$ cat config.mk
export PLATFORM = sky130hd
export DESIGN_NAME = data_valid_detect
export DESIGN_NICKNAME = d
export VERILOG_FILES = /design/src/logic/dvd_pkg.sv /design/src/logic/poll_timer.sv /design/src/logic/data_valid_detect.sv
export SDC_FILE = /design/constraint.sdc
export NUM_CORES = 1
export LEC_CHECK = 0
export BUFFER_PORTS_ARGS = -buffer_cell sky130_fd_sc_hd__buf_4
export CAP_MARGIN = 30
export CORE_ASPECT_RATIO = 1.1
export CORE_MARGIN = 2
export CORE_UTILIZATION = 60
export CTS_CLUSTER_DIAMETER = 80
export CTS_CLUSTER_SIZE = 14
export DETAILED_ROUTE_END_ITERATION = 16
export PLACE_DENSITY = 0.79
export SETUP_SLACK_MARGIN = 0.1
export SYNTH_ARGS = -nofsm -noshare
export SYNTH_HDL_FRONTEND = slang
export SYNTH_SLANG_ARGS = --single-unit
$ cat constraint.sdc
create_clock -name mclk_in -period 4.5 [get_ports mclk_in]
set_clock_uncertainty 0.2 [all_clocks]
set_input_delay 1.125 -clock mclk_in [delete_from_list [all_inputs] [get_ports mclk_in]]
set_output_delay 1.125 -clock mclk_in [all_outputs]
set_load 0.02 [all_outputs]
$ cat src/logic/dvd_pkg.sv
// constants shared by the data valid detector and its polling timer
// assumes: one 50 MHz clock, plain register port with 16-bit data
package dvd_pkg;
	// ----------------------------------------------------------------
	// register offsets
	// ----------------------------------------------------------------
	localparam logic [7:0] ADDR_MAIN_SETUP  = 8'h00;
	localparam logic [7:0] ADDR_POLL_ACTIVE = 8'h04;
	localparam logic [7:0] ADDR_POLL_SLEEP  = 8'h05;
	localparam logic [7:0] ADDR_RATE_LOW    = 8'h06;
	localparam logic [7:0] ADDR_RATE_HIGH   = 8'h07;
	localparam logic [7:0] ADDR_LEVEL_LIMIT = 8'h08;
	localparam logic [7:0] ADDR_DET_STATUS  = 8'h09;

	// ----------------------------------------------------------------
	// field positions
	// ----------------------------------------------------------------
	localparam int SLICER_SEL_BIT  = 15;
	localparam int CONT_MODE_BIT   = 5;
	localparam int SINGLE_MODE_BIT = 6;
	localparam int POLL_EN_BIT     = 0;

	// ----------------------------------------------------------------
	// values after reset
	// ----------------------------------------------------------------
	localparam logic [15:0] MAIN_SETUP_RST  = 16'h0000;
	localparam logic [15:0] POLL_ACTIVE_RST = 16'hfebf;
	localparam logic [15:0] POLL_SLEEP_RST  = 16'hf37f;
	localparam logic [11:0] RATE_LOW_RST    = 12'h000;
	localparam logic [11:0] RATE_HIGH_RST   = 12'h001;
	localparam logic [5:0]  LEVEL_LIMIT_RST = 6'h3f;

	// ----------------------------------------------------------------
	// timing
	// ----------------------------------------------------------------
	localparam int CLK_PERIOD_NS  = 20;
	localparam int SETTLE_TIME_NS = 2600000;
	localparam int SETTLE_CYC     =
		(SETTLE_TIME_NS + CLK_PERIOD_NS - 1) / CLK_PERIOD_NS;
	localparam int XTAL_DIV       = 4;
	localparam int WINDOW_PULSES  = 3;
endpackage

$ cat src/logic/poll_timer.sv
// self-polling on/off timer counted on slow oscillator ticks
// assumes: tick is a one-cycle pulse already in the mclk domain
`timescale 1ns/1ns
`default_nettype none
module poll_timer #(
	parameter int W = 16
) (
	input  wire logic         mclk_in,
	input  wire logic         rst_b_in,
	input  wire logic         enable_in,
	input  wire logic         tick_in,
	input  wire logic [W-1:0] active_reload_in,
	input  wire logic [W-1:0] sleep_reload_in,
	output logic              active_out
);
	import dvd_pkg::*;

	logic [W-1:0] count_q;
	logic         wrap;

	// the tick that finds all bits above bit 0 set ends the phase
	assign wrap = &count_q[W-1:1];

	// ----------------------------------------------------------------
	// phase counter
	// ----------------------------------------------------------------
	// load, count up on each tick, swap phase once all bits above bit 0 are set
	always_ff @(posedge mclk_in or negedge rst_b_in) begin
		if (!rst_b_in) begin
			count_q    <= '0;
			active_out <= 1'b0;
		end else if (!enable_in) begin
			count_q    <= active_reload_in;
			active_out <= 1'b0;
		end else if (tick_in) begin
			if (wrap) begin
				active_out <= ~active_out;
				count_q    <= active_out ? sleep_reload_in
				                         : active_reload_in;
			end else begin
				count_q <= count_q + 1'b1;
			end
		end
	end
endmodule
`default_nettype wire

$ cat src/logic/data_valid_detect.sv
// data valid detector, slicer source select, peak detector gating and
// self-polling timer registers
// assumes: mclk_in is the crystal clock; pins and rssi code are async
//
// Overview of operation
// - setup bit 15 picks integrator or peak source
// - peak detectors stay active under either source
// - peak detectors on only after whole receive path
// - detectors off: positive grounded, negative at supply
// - valid needs rate window and level threshold
// - setup bits 5 and 6 pick detection mode
// - no conversion before 2.6 ms settle enable
// - window done latches level compare, combines rate
// - ready for next conversion after three periods
// - rate from high time, single or double
// - decision spans three times two T
// - high time counted at crystal over four
// - rate limits reset to zero and one
// - level limit is 6-bit, linear to 1.2 V
// - level limit resets to all ones, inactive
// - reload is all ones minus oscillator ticks
// - poll reloads reset to 65215 and 62335
//
// Our own choice: strobed register access.
`timescale 1ns/1ns
`default_nettype none
module data_valid_detect #(
	parameter int SETTLE_CYCLES = dvd_pkg::SETTLE_CYC,
	parameter int CNT_W         = 13
) (
	input  wire logic        mclk_in,
	input  wire logic        rst_b_in,
	input  wire logic [7:0]  addr_in,
	input  wire logic [15:0] wr_data_in,
	input  wire logic        wr_en_in,
	input  wire logic        rd_en_in,
	output logic      [15:0] rd_data_out,
	input  wire logic        rx_on_in,
	input  wire logic        rx_path_ready_in,
	input  wire logic        data_in,
	input  wire logic [5:0]  rssi_code_in,
	input  wire logic        slow_osc_in,
	output logic             slicer_peak_sel_out,
	output logic             pkd_enable_out,
	output logic             pkd_pos_gnd_out,
	output logic             pkd_neg_vcc_out,
	output logic             det_enable_out,
	output logic             window_done_out,
	output logic             data_valid_out,
	output logic             poll_active_out
);
	import dvd_pkg::*;

	typedef enum logic [1:0] {ST_IDLE, ST_WAIT_HIGH, ST_MEASURE,
		ST_HOLD} det_state_e;

	// ----------------------------------------------------------------
	// registers and state
	// ----------------------------------------------------------------
	logic [15:0]      setup_q;
	logic [15:0]      poll_active_q;
	logic [15:0]      poll_sleep_q;
	logic [11:0]      rate_low_q;
	logic [11:0]      rate_high_q;
	logic [5:0]       level_limit_q;
	logic [1:0]       rx_sync_q, path_sync_q, data_sync_q, osc_sync_q;
	logic [5:0]       rssi_meta_q, rssi_q;
	logic             data_prev_q, osc_prev_q;
	logic [21:0]      settle_cnt_q;
	logic [1:0]       div_q;
	logic             tick_q;
	logic [CNT_W-1:0] high_cnt_q;
	logic [1:0]       pulse_cnt_q;
	logic             single_ok_q, double_ok_q;
	logic             rate_ok_q, level_ok_q;
	det_state_e       state_q;
	logic             osc_tick;
	logic             data_rise, data_fall;
	logic             single_hit, double_hit;
	logic             rate_pass, level_pass;
	logic             cont_mode, single_mode, go;
	logic [CNT_W-1:0] lo_ext, hi_ext;

	// ----------------------------------------------------------------
	// input synchronisers
	// ----------------------------------------------------------------
	// two flops per async input before any logic looks at it
	always_ff @(posedge mclk_in or negedge rst_b_in) begin
		if (!rst_b_in) begin
			rx_sync_q   <= 2'h0;
			path_sync_q <= 2'h0;
			data_sync_q <= 2'h0;
			osc_sync_q  <= 2'h0;
			rssi_meta_q <= 6'h00;
			rssi_q      <= 6'h00;
			data_prev_q <= 1'b0;
			osc_prev_q  <= 1'b0;
		end else begin
			rx_sync_q   <= {rx_sync_q[0], rx_on_in};
			path_sync_q <= {path_sync_q[0], rx_path_ready_in};
			data_sync_q <= {data_sync_q[0], data_in};
			osc_sync_q  <= {osc_sync_q[0], slow_osc_in};
			rssi_meta_q <= rssi_code_in;
			rssi_q      <= rssi_meta_q;
			data_prev_q <= data_sync_q[1];
			osc_prev_q  <= osc_sync_q[1];
		end
	end

	assign osc_tick  = osc_sync_q[1] & ~osc_prev_q;
	assign data_rise = data_sync_q[1] & ~data_prev_q;
	assign data_fall = ~data_sync_q[1] & data_prev_q;

	// ----------------------------------------------------------------
	// register write port
	// ----------------------------------------------------------------
	// bits above the rate and level limit widths are dropped on write and read back as zero
	always_ff @(posedge mclk_in or negedge rst_b_in) begin
		if (!rst_b_in) begin
			setup_q       <= MAIN_SETUP_RST;
			poll_active_q <= POLL_ACTIVE_RST;
			poll_sleep_q  <= POLL_SLEEP_RST;
			rate_low_q    <= RATE_LOW_RST;
			rate_high_q   <= RATE_HIGH_RST;
			level_limit_q <= LEVEL_LIMIT_RST;
		end else if (wr_en_in) begin
			case (addr_in)
				ADDR_MAIN_SETUP:  setup_q       <= wr_data_in;
				ADDR_POLL_ACTIVE: poll_active_q <= wr_data_in;
				ADDR_POLL_SLEEP:  poll_sleep_q  <= wr_data_in;
				ADDR_RATE_LOW:    rate_low_q    <= wr_data_in[11:0];
				ADDR_RATE_HIGH:   rate_high_q   <= wr_data_in[11:0];
				ADDR_LEVEL_LIMIT: level_limit_q <= wr_data_in[5:0];
				default: ;
			endcase
		end
	end

	// ----------------------------------------------------------------
	// register read port
	// ----------------------------------------------------------------
	// data stands one cycle after the strobe, zero otherwise
	always_ff @(posedge mclk_in or negedge rst_b_in) begin
		if (!rst_b_in) begin
			rd_data_out <= 16'h0000;
		end else if (rd_en_in) begin
			case (addr_in)
				ADDR_MAIN_SETUP:  rd_data_out <= setup_q;
				ADDR_POLL_ACTIVE: rd_data_out <= poll_active_q;
				ADDR_POLL_SLEEP:  rd_data_out <= poll_sleep_q;
				ADDR_RATE_LOW:    rd_data_out <= {4'h0, rate_low_q};
				ADDR_RATE_HIGH:   rd_data_out <= {4'h0, rate_high_q};
				ADDR_LEVEL_LIMIT: rd_data_out <= {10'h000, level_limit_q};
				ADDR_DET_STATUS:  rd_data_out <= {10'h000,
					poll_active_out, det_enable_out,
					(state_q != ST_IDLE && state_q != ST_HOLD),
					level_ok_q, rate_ok_q, data_valid_out};
				default:          rd_data_out <= 16'h0000;
			endcase
		end else begin
			rd_data_out <= 16'h0000;
		end
	end

	// ----------------------------------------------------------------
	// slicer source and peak detector gating
	// ----------------------------------------------------------------
	// source select touches only the slicer; detectors follow the path
	always_ff @(posedge mclk_in or negedge rst_b_in) begin
		if (!rst_b_in) begin
			slicer_peak_sel_out <= 1'b0;
			pkd_enable_out      <= 1'b0;
			pkd_pos_gnd_out     <= 1'b1;
			pkd_neg_vcc_out     <= 1'b1;
		end else begin
			slicer_peak_sel_out <= setup_q[SLICER_SEL_BIT];
			pkd_enable_out  <= rx_sync_q[1] & path_sync_q[1];
			pkd_pos_gnd_out <= ~(rx_sync_q[1] & path_sync_q[1]);
			pkd_neg_vcc_out <= ~(rx_sync_q[1] & path_sync_q[1]);
		end
	end

	// ----------------------------------------------------------------
	// settle delay before detection may start
	// ----------------------------------------------------------------
	always_ff @(posedge mclk_in or negedge rst_b_in) begin
		if (!rst_b_in) begin
			settle_cnt_q   <= 22'h000000;
			det_enable_out <= 1'b0;
		end else if (!rx_sync_q[1]) begin
			settle_cnt_q   <= 22'h000000;
			det_enable_out <= 1'b0;
		end else if (settle_cnt_q == 22'(SETTLE_CYCLES - 1)) begin
			det_enable_out <= 1'b1;
		end else begin
			settle_cnt_q <= settle_cnt_q + 22'h000001;
		end
	end

	// ----------------------------------------------------------------
	// crystal divide by four tick
	// ----------------------------------------------------------------
	always_ff @(posedge mclk_in or negedge rst_b_in) begin
		if (!rst_b_in) begin
			div_q  <= 2'h0;
			tick_q <= 1'b0;
		end else begin
			div_q  <= div_q + 2'h1;
			tick_q <= (div_q == 2'(XTAL_DIV - 1));
		end
	end

	// ----------------------------------------------------------------
	// rate window compare
	// ----------------------------------------------------------------
	// a high time passes at the limits, or at twice them for manchester
	assign lo_ext     = {{(CNT_W-12){1'b0}}, rate_low_q};
	assign hi_ext     = {{(CNT_W-12){1'b0}}, rate_high_q};
	assign single_hit = high_cnt_q >= lo_ext && high_cnt_q <= hi_ext;
	assign double_hit = high_cnt_q >= (lo_ext << 1)
		&& high_cnt_q <= (hi_ext << 1);
	// a low limit of zero, its default, leaves the rate window out of the decision
	assign rate_pass  = (rate_low_q == RATE_LOW_RST) ||
		(single_ok_q && single_hit) || (double_ok_q && double_hit);
	// all-ones limit leaves the level check out of the decision
	assign level_pass = (level_limit_q == LEVEL_LIMIT_RST) ||
		(rssi_q >= level_limit_q);

	assign cont_mode   = setup_q[CONT_MODE_BIT];
	assign single_mode = setup_q[SINGLE_MODE_BIT];
	assign go          = det_enable_out && rx_sync_q[1]
		&& (cont_mode || single_mode);

	// ----------------------------------------------------------------
	// conversion sequence
	// ----------------------------------------------------------------
	// three high phases make one window of three data periods
	always_ff @(posedge mclk_in or negedge rst_b_in) begin
		if (!rst_b_in) begin
			state_q     <= ST_IDLE;
			high_cnt_q  <= '0;
			pulse_cnt_q <= 2'h0;
			single_ok_q <= 1'b0;
			double_ok_q <= 1'b0;
		end else if (!go) begin
			state_q <= ST_IDLE;
		end else begin
			case (state_q)
				ST_IDLE: begin
					pulse_cnt_q <= 2'h0;
					single_ok_q <= 1'b1;
					double_ok_q <= 1'b1;
					state_q     <= ST_WAIT_HIGH;
				end
				ST_WAIT_HIGH: begin
					high_cnt_q <= '0;
					if (data_rise) begin
						state_q <= ST_MEASURE;
					end
				end
				ST_MEASURE: begin
					if (data_fall) begin
						single_ok_q <= single_ok_q & single_hit;
						double_ok_q <= double_ok_q & double_hit;
						if (pulse_cnt_q == 2'(WINDOW_PULSES - 1)) begin
							state_q <= ST_HOLD;
						end else begin
							pulse_cnt_q <= pulse_cnt_q + 2'h1;
							state_q     <= ST_WAIT_HIGH;
						end
					end else if (tick_q && !(&high_cnt_q)) begin
						high_cnt_q <= high_cnt_q + 1'b1;
					end
				end
				ST_HOLD: begin
					if (cont_mode && !single_mode) begin
						state_q <= ST_IDLE;
					end
				end
				default: state_q <= ST_IDLE;
			endcase
		end
	end

	// ----------------------------------------------------------------
	// window done and result latch
	// ----------------------------------------------------------------
	// results hold until the receiver switches off or the next window
	always_ff @(posedge mclk_in or negedge rst_b_in) begin
		if (!rst_b_in) begin
			window_done_out <= 1'b0;
			rate_ok_q       <= 1'b0;
			level_ok_q      <= 1'b0;
			data_valid_out  <= 1'b0;
		end else if (!rx_sync_q[1]) begin
			window_done_out <= 1'b0;
			rate_ok_q       <= 1'b0;
			level_ok_q      <= 1'b0;
			data_valid_out  <= 1'b0;
		end else begin
			window_done_out <= go && state_q == ST_MEASURE && data_fall
				&& pulse_cnt_q == 2'(WINDOW_PULSES - 1);
			if (window_done_out) begin
				rate_ok_q      <= rate_pass;
				level_ok_q     <= level_pass;
				data_valid_out <= rate_pass & level_pass;
			end
		end
	end

	// ----------------------------------------------------------------
	// self-polling timer
	// ----------------------------------------------------------------
	poll_timer #(
		.W(16)
	) u_poll (
		.mclk_in          (mclk_in),
		.rst_b_in         (rst_b_in),
		.enable_in        (setup_q[POLL_EN_BIT]),
		.tick_in          (osc_tick),
		.active_reload_in (poll_active_q),
		.sleep_reload_in  (poll_sleep_q),
		.active_out       (poll_active_out)
	);
endmodule
`default_nettype wire

==> results.yml, run 1 <==
global_route:
  grt_antenna_before_repair: 0
  overflow: 0
  grtUsageTotal: 0.2620
  grt_pass1_wl_um: 35840
  first_global_vias: 7191
  grt_max_degree: 109
die:
  fp.dieArea_um2: 17230
  die_h_um: 137.5
  start_util: 0.6153
  core_um2: 15800
  ios: 62
  num_rows: 48
  die_x_um: 125.4
layout:
  regArea_um2: 4673
  drive_gt1_frac: 0.2404
  diodes: 0
  multi_input_area_um2: 4722
  most-common-layout-cells: "dfrtp_1, mux2_2, nor2_1, buf_4, ha_1"
  area_growth_pct: 12.85
  layout.nets: 1053
  num-fill-cells: 1177
  fin_cells: 1165
  final_common_cell: "dfrtp_1"
worst_hold_path:
  worstHoldStart: "rssi_meta_q[1]"
  whs_path_depth: 0
  hold_class: "flip-flop to flip-flop"
  min_to: "rssi_q[1]"
synth:
  async_flop_share: 1.000
  synth_area_per_cell_um2: 10.80
  syn_area_um2: 9719
  synth_cell_type_count: 66
  yosysSeqAreaShare: 0.4808
  syn_nets: 1001
  ys.flop_type: "dfrtp_1"
  synth_edf_count: 0
  yosys_warnings: 0
  ys_ff_latch: 185
  netlist_instances: 900
clock_tree:
  cts_buffer_depth: 2
  cts_hold_buf: 0
  cts_htree_levels: 4
  clockRootBuffer: "clkbuf_16"
  numCtsBuffers: 17
  clock_latency_ns: 0.44
  cts_resized: 0
  cts_tree: "yes"
  cts_setup_buffers: 0
  clkSinkCount: 185
  path_clk_slew_ns: 0.07
setup_path:
  critPathRequiredTime_ns: 4.62
  r2r_end: "u_poll.count_q[0]"
  startpoint_type: "input port"
  rrSetupSlack_ns: 1.55
  crit_family: "simple AND/OR/NAND/NOR gates"
  worst-setup-path-type: "input port to flip-flop"
  path_cells: "buf_4 -> or4_1 -> nor3b_1 -> and2_1 -> buf_4 -> nand2_1 -> mux2_2"
  critical_path.max_fanout: 16
  cp-end-kind: "flip-flop"
  rr_startpoint: "u_poll.count_q[6]"
  r2r_cells: 6
  crit_path_frequent_cell: "buf_4"
  crit_buf_inv: 2
  cp_slowest_cell: "or4_1"
  arrival_ns: 3.55
  slowest_delay_ns: 0.60
routing:
  ant_nets: 0
  avgViaCountPerCell: 5.994
  wl_per_cell_um: 18.23
  vias: 6983
  wirelength_um: 21240
  drtIter0Drc: 542
  firstDrtPassIters: 5
  route.detailed.drc: 0
pwr:
  p_seq_frac: 0.497
  p_comb_frac: 0.077
  p_leak_uw: 0.004941
  pwr-share-clk: 0.426
  power.density_nw_per_um2: 328.0
  totalPowerFinal_uw: 3598
  sw_frac_of_total: 0.2450
  p_switching_uw: 881.6
  ir_worst_vdd_v: 0.0002879
  p_int_uw: 2716
placement:
  gp_congestion: 0.8190
  port_buffers: 61
  dp.cells: 1133
  hpwl_um: 15320
sta:
  setup_viol: 0
  maxSlewViolCount: 0
  rsz0062_at_grt: "no"
  relSlewSlack: 0.3469
  max_freq_mhz: 291.3
  worst_slew_pin_slew_ns: 0.9797
  period_needed_ns: 3.433
  hold_viol: 0
  fin_crit_sh: 0.7629
  fin_setup_tns_ns: 0
outcome:
  status: "finished, final reports clean"
flow_run:
  cap_violations: 0
==> stage by stage <==
step / utilization / hold slack [ns] / worst slack, ns / area [um^2]
after detailed placement: 0.6553 / 0.1355 / 0.6682 / 10350
after global placement: 0.6553 / 0.1320 / 0.7081 / 10350
after CTS: 0.6944 / 0.1514 / 1.119 / 10970
final: 0.6944 / 0.1496 / 1.067 / 10970
after floorplan: - / 0.1312 / 1.219 / 9719
after global routing: 0.6944 / 0.1536 / 0.8946 / 10970
==> flip-flops by register name, indices dropped and copies added (netlist names), 6 cells and up <==
signal and flops:
level_limit_q 6, high_cnt_q 13, settle_cnt_q 22, rate_low_q 12, u_poll.count_q 16, rate_high_q 12
rd_data_out 16, setup_q 16, rssi_q 6, poll_sleep_q 16, rssi_meta_q 6, poll_active_q 16
==> cells in the mapped netlist, drive strengths merged, types with 6 or more instances <==
| master | number | area share |
|---|---|---|
| dfrtp | 150 | 0.39 |
| mux2 | 82 | 0.095 |
| nor2 | 69 | 0.027 |
| ha | 63 | 0.081 |
| nand2 | 58 | 0.023 |
| o21ai | 43 | 0.022 |
| inv | 41 | 0.016 |
| a21oi | 35 | 0.018 |
| dfstp | 35 | 0.095 |
| nand3 | 31 | 0.016 |
| clkbuf | 27 | 0.010 |
| and2 | 20 | 0.013 |
| mux2i | 20 | 0.021 |
| nand4 | 18 | 0.013 |
| a22oi | 16 | 0.012 |
| xnor2 | 16 | 0.014 |
| xor2 | 14 | 0.013 |
| a221oi | 13 | 0.012 |
| nor2b | 12 | 0.0077 |
| buf | 11 | 0.0071 |
| o22ai | 10 | 0.0064 |
| a211oi | 9 | 0.0070 |
| and3 | 9 | 0.0058 |
| nand2b | 9 | 0.0058 |
| nor3 | 8 | 0.0051 |
| nor4 | 8 | 0.0067 |
| a21boi | 7 | 0.0054 |
| or3 | 7 | 0.0045 |
| a21o | 6 | 0.0046 |
==> routing by layer <==
metal	vias to the layer above	GRT usage	wire length, um
li1	3373	-	-
met1	3438	0.3251	9193
met2	134	0.4707	11020
met3	38	0.03845	579
met4	0	0.09506	453
met5	-	0	0
==> worst reg2reg max path: cells and delay by family (launching register included) <==
kind	cells	cell delay (ns)
AOI/OAI and AO/OA	1	0.28
DFF	1	0.48
muxes	1	0.26
and+or+nand+nor	4	1.63
==> final cells by class <==
class / count / share of cell area
clock buffers: 19 / 0.04130
clock inverters: 13 / 0.01494
inverters: 41 / 0.01403
multi-input cells: 636 / 0.4305
flip-flops and latches: 185 / 0.4261
well taps: 200 / 0.02282
repair buffers: 71 / 0.05031
==> worst max path at each step <==
stage	startpoint	end	slack, ns	cells past startpoint
finish	addr_in[5]	poll_sleep_q[11]	1.07	7
detailed placement	addr_in[5]	poll_sleep_q[10]	0.67	7
global placement	addr_in[5]	poll_sleep_q[10]	0.71	7
floorplan	addr_in[5]	poll_active_q[6]	1.22	6
global route	addr_in[5]	poll_sleep_q[10]	0.89	7
CTS	addr_in[5]	poll_sleep_q[11]	1.12	7
==> kinds of logic after synthesis <==
family	after synthesis	synth area share
buffers and inverters	79	0.03334
AND/OR/NAND/NOR	266	0.1425
adder cells (fa/ha/maj)	63	0.08110
XOR/XNOR	30	0.02703
flip-flops	185	0.4808
AO/OA/AOI/OAI	175	0.1196
multiplexers	102	0.1156
==> power by group through the flow <==
| stage | Sequential [uW] | Combinational [uW] | Clock (uW) |
|---|---|---|---|
| 6_report | 1790 | 277 | 1530 |
| 5_1_grt | 1800 | 313 | 1620 |
| 4_1_cts | 1790 | 281 | 1560 |
| 3_5_place_dp | 1820 | 279 | 0 |
| 3_3_place_gp | 1810 | 271 | 0 |
| 2_1_floorplan | 1800 | 162 | 0 |
Power figures use the tool's default switching activity.
==> inputs of run 2 (changes only) <==
clock period = 3.2 ns   (was 4.5 ns; I/O delays follow)
==> run 2 against run 1 <==
Effect of this change:
- critical path type is now flip-flop to flip-flop
- largest power group unchanged
- largest cell class unchanged
- first-iteration DRC count decreased by 3.7%
- hold slack improved by 0.0020 ns
- critical endpoint is now u_poll.count_q[9]
- clock-buffer cell count unchanged
==> results.yml, run 2 (synthesis gave the netlist of run 1 again) <==
die:
  die_x_um: 125.4
  core_um2: 15800
  die_h_um: 137.5
  ios: 62
  fp.dieArea_um2: 17230
  start_util: 0.6153
  num_rows: 48
sta:
  max_freq_mhz: 348.0
  period_needed_ns: 2.873
  worst_slew_pin_slew_ns: 0.7711
  rsz0062_at_grt: "no"
  hold_ws_ns: 0.1516
  hold_viol: 0
  setup_viol: 0
  fin_crit_sh: 0.8979
  relSlewSlack: 0.4820
  maxSlewViolCount: 0
  fin_setup_tns_ns: 0
placement:
  placed_area_um2: 10480
  gp_congestion: 0.8612
  port_buffers: 61
  hpwl_um: 15720
global_route:
  overflow: 0
  grt_pass1_wl_um: 36850
  grt_max_degree: 72
  grt_antenna_before_repair: 0
  grtUsageTotal: 0.2684
  first_global_vias: 7256
setup_path:
  rrSetupSlack_ns: 0.33
  arrival_ns: 2.96
  cp-end-kind: "flip-flop"
  path_cells: "nand4_4 -> or3_1 -> nor4_4 -> buf_4 -> o21ai_0 -> a22oi_1 -> a21oi_1"
  cp_slowest_cell: "nor4_4"
  slowest_delay_ns: 0.66
  path_depth: 7
  r2r_end: "u_poll.count_q[9]"
  worst-setup-path-type: "flip-flop to flip-flop"
  critPathRequiredTime_ns: 3.29
  crit_buf_inv: 1
  startpoint_type: "flip-flop"
  critical_path.max_fanout: 12
  crit_start: "u_poll.count_q[5]"
  r2r_cells: 7
  crit_family: "simple AND/OR/NAND/NOR gates"
  cp-endpoint: "u_poll.count_q[9]"
  rr_startpoint: "u_poll.count_q[5]"
routing:
  ant_nets: 0
  wl_met1_um: 9432
  drtIter0Drc: 522
  wl_met3_um: 674
  wirelength_um: 21870
  highest_layer: "met4"
  vias: 7200
  firstDrtPassIters: 6
  wl_met2_um: 11260
  route.detailed.drc: 0
  avgViaCountPerCell: 6.102
  wl_per_cell_um: 18.53
layout:
  area_growth_pct: 13.80
  fin_area_um2: 11060
  num-fill-cells: 1190
  regArea_um2: 4673
  diodes: 0
  drive_gt1_frac: 0.2510
  top_register: "settle_cnt_q"
  layout.nets: 1068
  final_common_cell: "dfrtp_1"
  most-common-layout-cells: "dfrtp_1, buf_4, mux2_2"
  largest_reg_flops: 22
  multi_input_area_um2: 4722
clock_tree:
  cts_htree_levels: 4
  clockRootBuffer: "clkbuf_16"
  cts_hold_buf: 0
  clock_latency_ns: 0.44
  numCtsBuffers: 17
  clkSinkCount: 185
  cts_buffer_depth: 2
  cts_setup_buffers: 0
  cts_resized: 0
  cts_tree: "yes"
  path_clk_slew_ns: 0.07
pwr:
  ir_worst_vdd_v: 0.0004010
  p_leak_uw: 0.005008
  power.density_nw_per_um2: 450.4
flow_run:
  cap_violations: 0
worst_hold_path:
  hold_class: "flip-flop to flip-flop"
outcome:
  status: "finished, final reports clean"
## run 2: final cells by class
| cell class | count | area share |
|---|---|---|
| multi-input cells | 636 | 0.4269 |
| clock buffers | 19 | 0.04005 |
| clock inverters | 13 | 0.01278 |
| flip-flops and latches | 185 | 0.4225 |
| inverters | 41 | 0.01391 |
| repair buffers | 86 | 0.06120 |
| well taps | 200 | 0.02262 |
## run 2: worst min-delay path by stage
| stage | start | to | cells after the start |
|---|---|---|---|
| after floorplan | data_sync_q[0] | data_sync_q[1] | 0 |
| after global placement | path_sync_q[0] | path_sync_q[1] | 0 |
| after detailed placement | osc_sync_q[0] | osc_sync_q[1] | 0 |
| after CTS | rssi_meta_q[3] | rssi_q[3] | 0 |
| after global routing | rx_sync_q[0] | rx_sync_q[1] | 0 |
| final | rssi_meta_q[3] | rssi_q[3] | 0 |
## run 2: metrics by stage
step	std cells	total power, uW	setup slack (ns)	util
2_1_floorplan	900	2759	0.2440	-
3_3_place_gp	1148	2940	0.05581	0.6633
3_5_place_dp	1148	2953	0.03777	0.6633
4_1_cts	1180	5013	0.3349	0.7003
5_1_grt	1180	5156	0.1665	0.7003
6_report	1180	4981	0.3267	0.7003
## run 2: routing by layer
layer  track usage  up-vias
met5             0        -
met4       0.09753        0
met3       0.03922       35
met2        0.4764      174
met1        0.3376     3587
li1              -     3404
## run 2: report_power, final
| part | switching (uW) | total [uW] | internal, uW | leakage [uW] |
|---|---|---|---|---|
| combinational | 221 | 394 | 173 | 0.00234 |
| clock | 953 | 2070 | 1120 | 0.000284 |
| sequential | 80.4 | 2520 | 2440 | 0.00239 |
==> inputs of run 3 (changes only) <==
CORE_MARGIN = default   (was 2)
==> run 3 against run 2 <==
Effect of this change:
- sequential share of layout area unchanged
- power grew 0.86%
- hold slack worse by 0.0049 ns
- worst setup slack better by 0.093 ns
- clock-buffer cell count shrank 1
- combinational power about the same
- register-to-register slack gained 0.09 ns
- critical endpoint is now data_valid_out
- largest cell class unchanged
==> results.yml, run 3 (synthesis gave the netlist of run 1 again) <==
clock_tree:
  cts_hold_buf: 0
  cts_setup_buffers: 0
  clockRootBuffer: "clkbuf_16"
  cts_buffer_depth: 2
  cts_htree_levels: 4
  cts_tree: "yes"
  cts_resized: 0
  path_clk_slew_ns: 0.07
  clock_latency_ns: 0.44
  numCtsBuffers: 17
  clkSinkCount: 185
sta:
  worst_slew_pin_slew_ns: 0.8315
  relSlewSlack: 0.4414
  maxSlewViolCount: 0
  setup_viol: 0
  rsz0062_at_grt: "no"
  fin_crit_sh: 0.8688
  max_freq_mhz: 359.7
  period_needed_ns: 2.780
  fin_setup_tns_ns: 0
  hold_ws_ns: 0.1467
  hold_viol: 0
die:
  die_h_um: 135.5
  start_util: 0.6177
  core_um2: 15740
  fp.dieArea_um2: 16710
  ios: 62
  num_rows: 48
  die_x_um: 123.4
outcome:
  status: "finished, final reports clean"
routing:
  wirelength_um: 22300
  ant_nets: 0
  route.detailed.drc: 0
  drtIter0Drc: 423
  wl_per_cell_um: 18.92
  vias: 7232
  firstDrtPassIters: 5
  avgViaCountPerCell: 6.134
setup_path:
  slowest_delay_ns: 0.70
  worst-setup-path-type: "flip-flop to flip-flop"
  critPathRequiredTime_ns: 3.36
  cp_slowest_cell: "or4b_2"
  startpoint_type: "flip-flop"
  crit_start: "high_cnt_q[10]"
  arrival_ns: 2.94
  cp-end-kind: "flip-flop"
  critical_path.max_fanout: 6
  path_cells: "ha_1 -> a211oi_1 -> nor2_1 -> a211oi_1 -> a31oi_1 -> or4b_2 -> and3_1 -> o21ai_0"
  crit_path_frequent_cell: "a211oi_1"
  rr_startpoint: "high_cnt_q[10]"
global_route:
  grtUsageTotal: 0.2902
  overflow: 0
  grt_pass1_wl_um: 36780
  grt_max_degree: 67
  first_global_vias: 7379
  grt_antenna_before_repair: 0
placement:
  gp_congestion: 0.8528
  port_buffers: 61
  hpwl_um: 16140
layout:
  most-common-layout-cells: "dfrtp_1, mux2_2, buf_4"
  num-fill-cells: 1152
  drive_gt1_frac: 0.2513
  final_common_cell: "dfrtp_1"
  largest_reg_flops: 22
  diodes: 0
  area_growth_pct: 13.80
  layout.nets: 1067
  utilization: 0.7029
  top_register: "settle_cnt_q"
pwr:
  ir_worst_vdd_v: 0.0004339
  p_leak_uw: 0.005013
  power.density_nw_per_um2: 454.2
flow_run:
  cap_violations: 0
worst_hold_path:
  hold_class: "input port to async pin"
## run 3: cell types whose count changed in the layout (fill, tap and decap cells not counted), sizes merged
cell    previous run  this run
clkbuf            20        18
clkinv             8         5
inv               44        48
## run 3: path summary, 6_finish.rpt
check,end,slack (ns),cells after the start
max,data_valid_out,0.42,8
min,rssi_q[3],0.15,1
max reg2reg,data_valid_out,0.42,8
min reg2reg,rssi_q[3],0.15,0
max in group asynchronous,rate_low_q[8],1.88,2
min in group mclk_in,rssi_q[3],0.15,0
## run 3: stage by stage
step / setup slack, ns / cells / total power [uW] / cell area (um^2)
after detailed placement: 0.02428 / 1147 / 2955 / 10470
after CTS: 0.3923 / 1179 / 5057 / 11060
after global routing: 0.2295 / 1179 / 5222 / 11060
final: 0.4197 / 1179 / 5024 / 11060
after floorplan: 0.2440 / 900 / 2759 / 9719
after global placement: 0.07318 / 1147 / 2937 / 10470
## run 3: power breakdown
group	internal [uW]	switching, uW	leakage (uW)
Clock	1130	980	0.000293
Combinational	171	224	0.00233
Sequential	2440	81.0	0.00239
Total	3740	1290	0.00501
## run 3: metal layers
layer / vias up / track usage / part of all wire / wire length [um]
met5: - / 0 / 0 / 0
met4: 0 / 0.1359 / 0.034 / 763
met3: 54 / 0.05303 / 0.034 / 759
met2: 172 / 0.4972 / 0.52 / 11590
met1: 3607 / 0.3522 / 0.41 / 9188
li1: 3399 / - / - / -
## run 3: critical path: cells and delay by family, from the launching register on
family / cells / cell delay [ns]
simple gates: 3 / 1.02
fa+ha+maj: 1 / 0.32
compound gates: 4 / 0.70
flops: 1 / 0.47
## run 3: final cells by class
type,count,area [um^2],area share
Clock buffer,18,439.2,0.03971
Inverter,41,153.9,0.01391
Sequential cell,185,4673,0.4225
Timing Repair Buffer,85,666.9,0.06029
Tap cell,200,250.2,0.02262
Clock inverter,14,155.1,0.01403
Multi-Input combinational cell,636,4722,0.4269
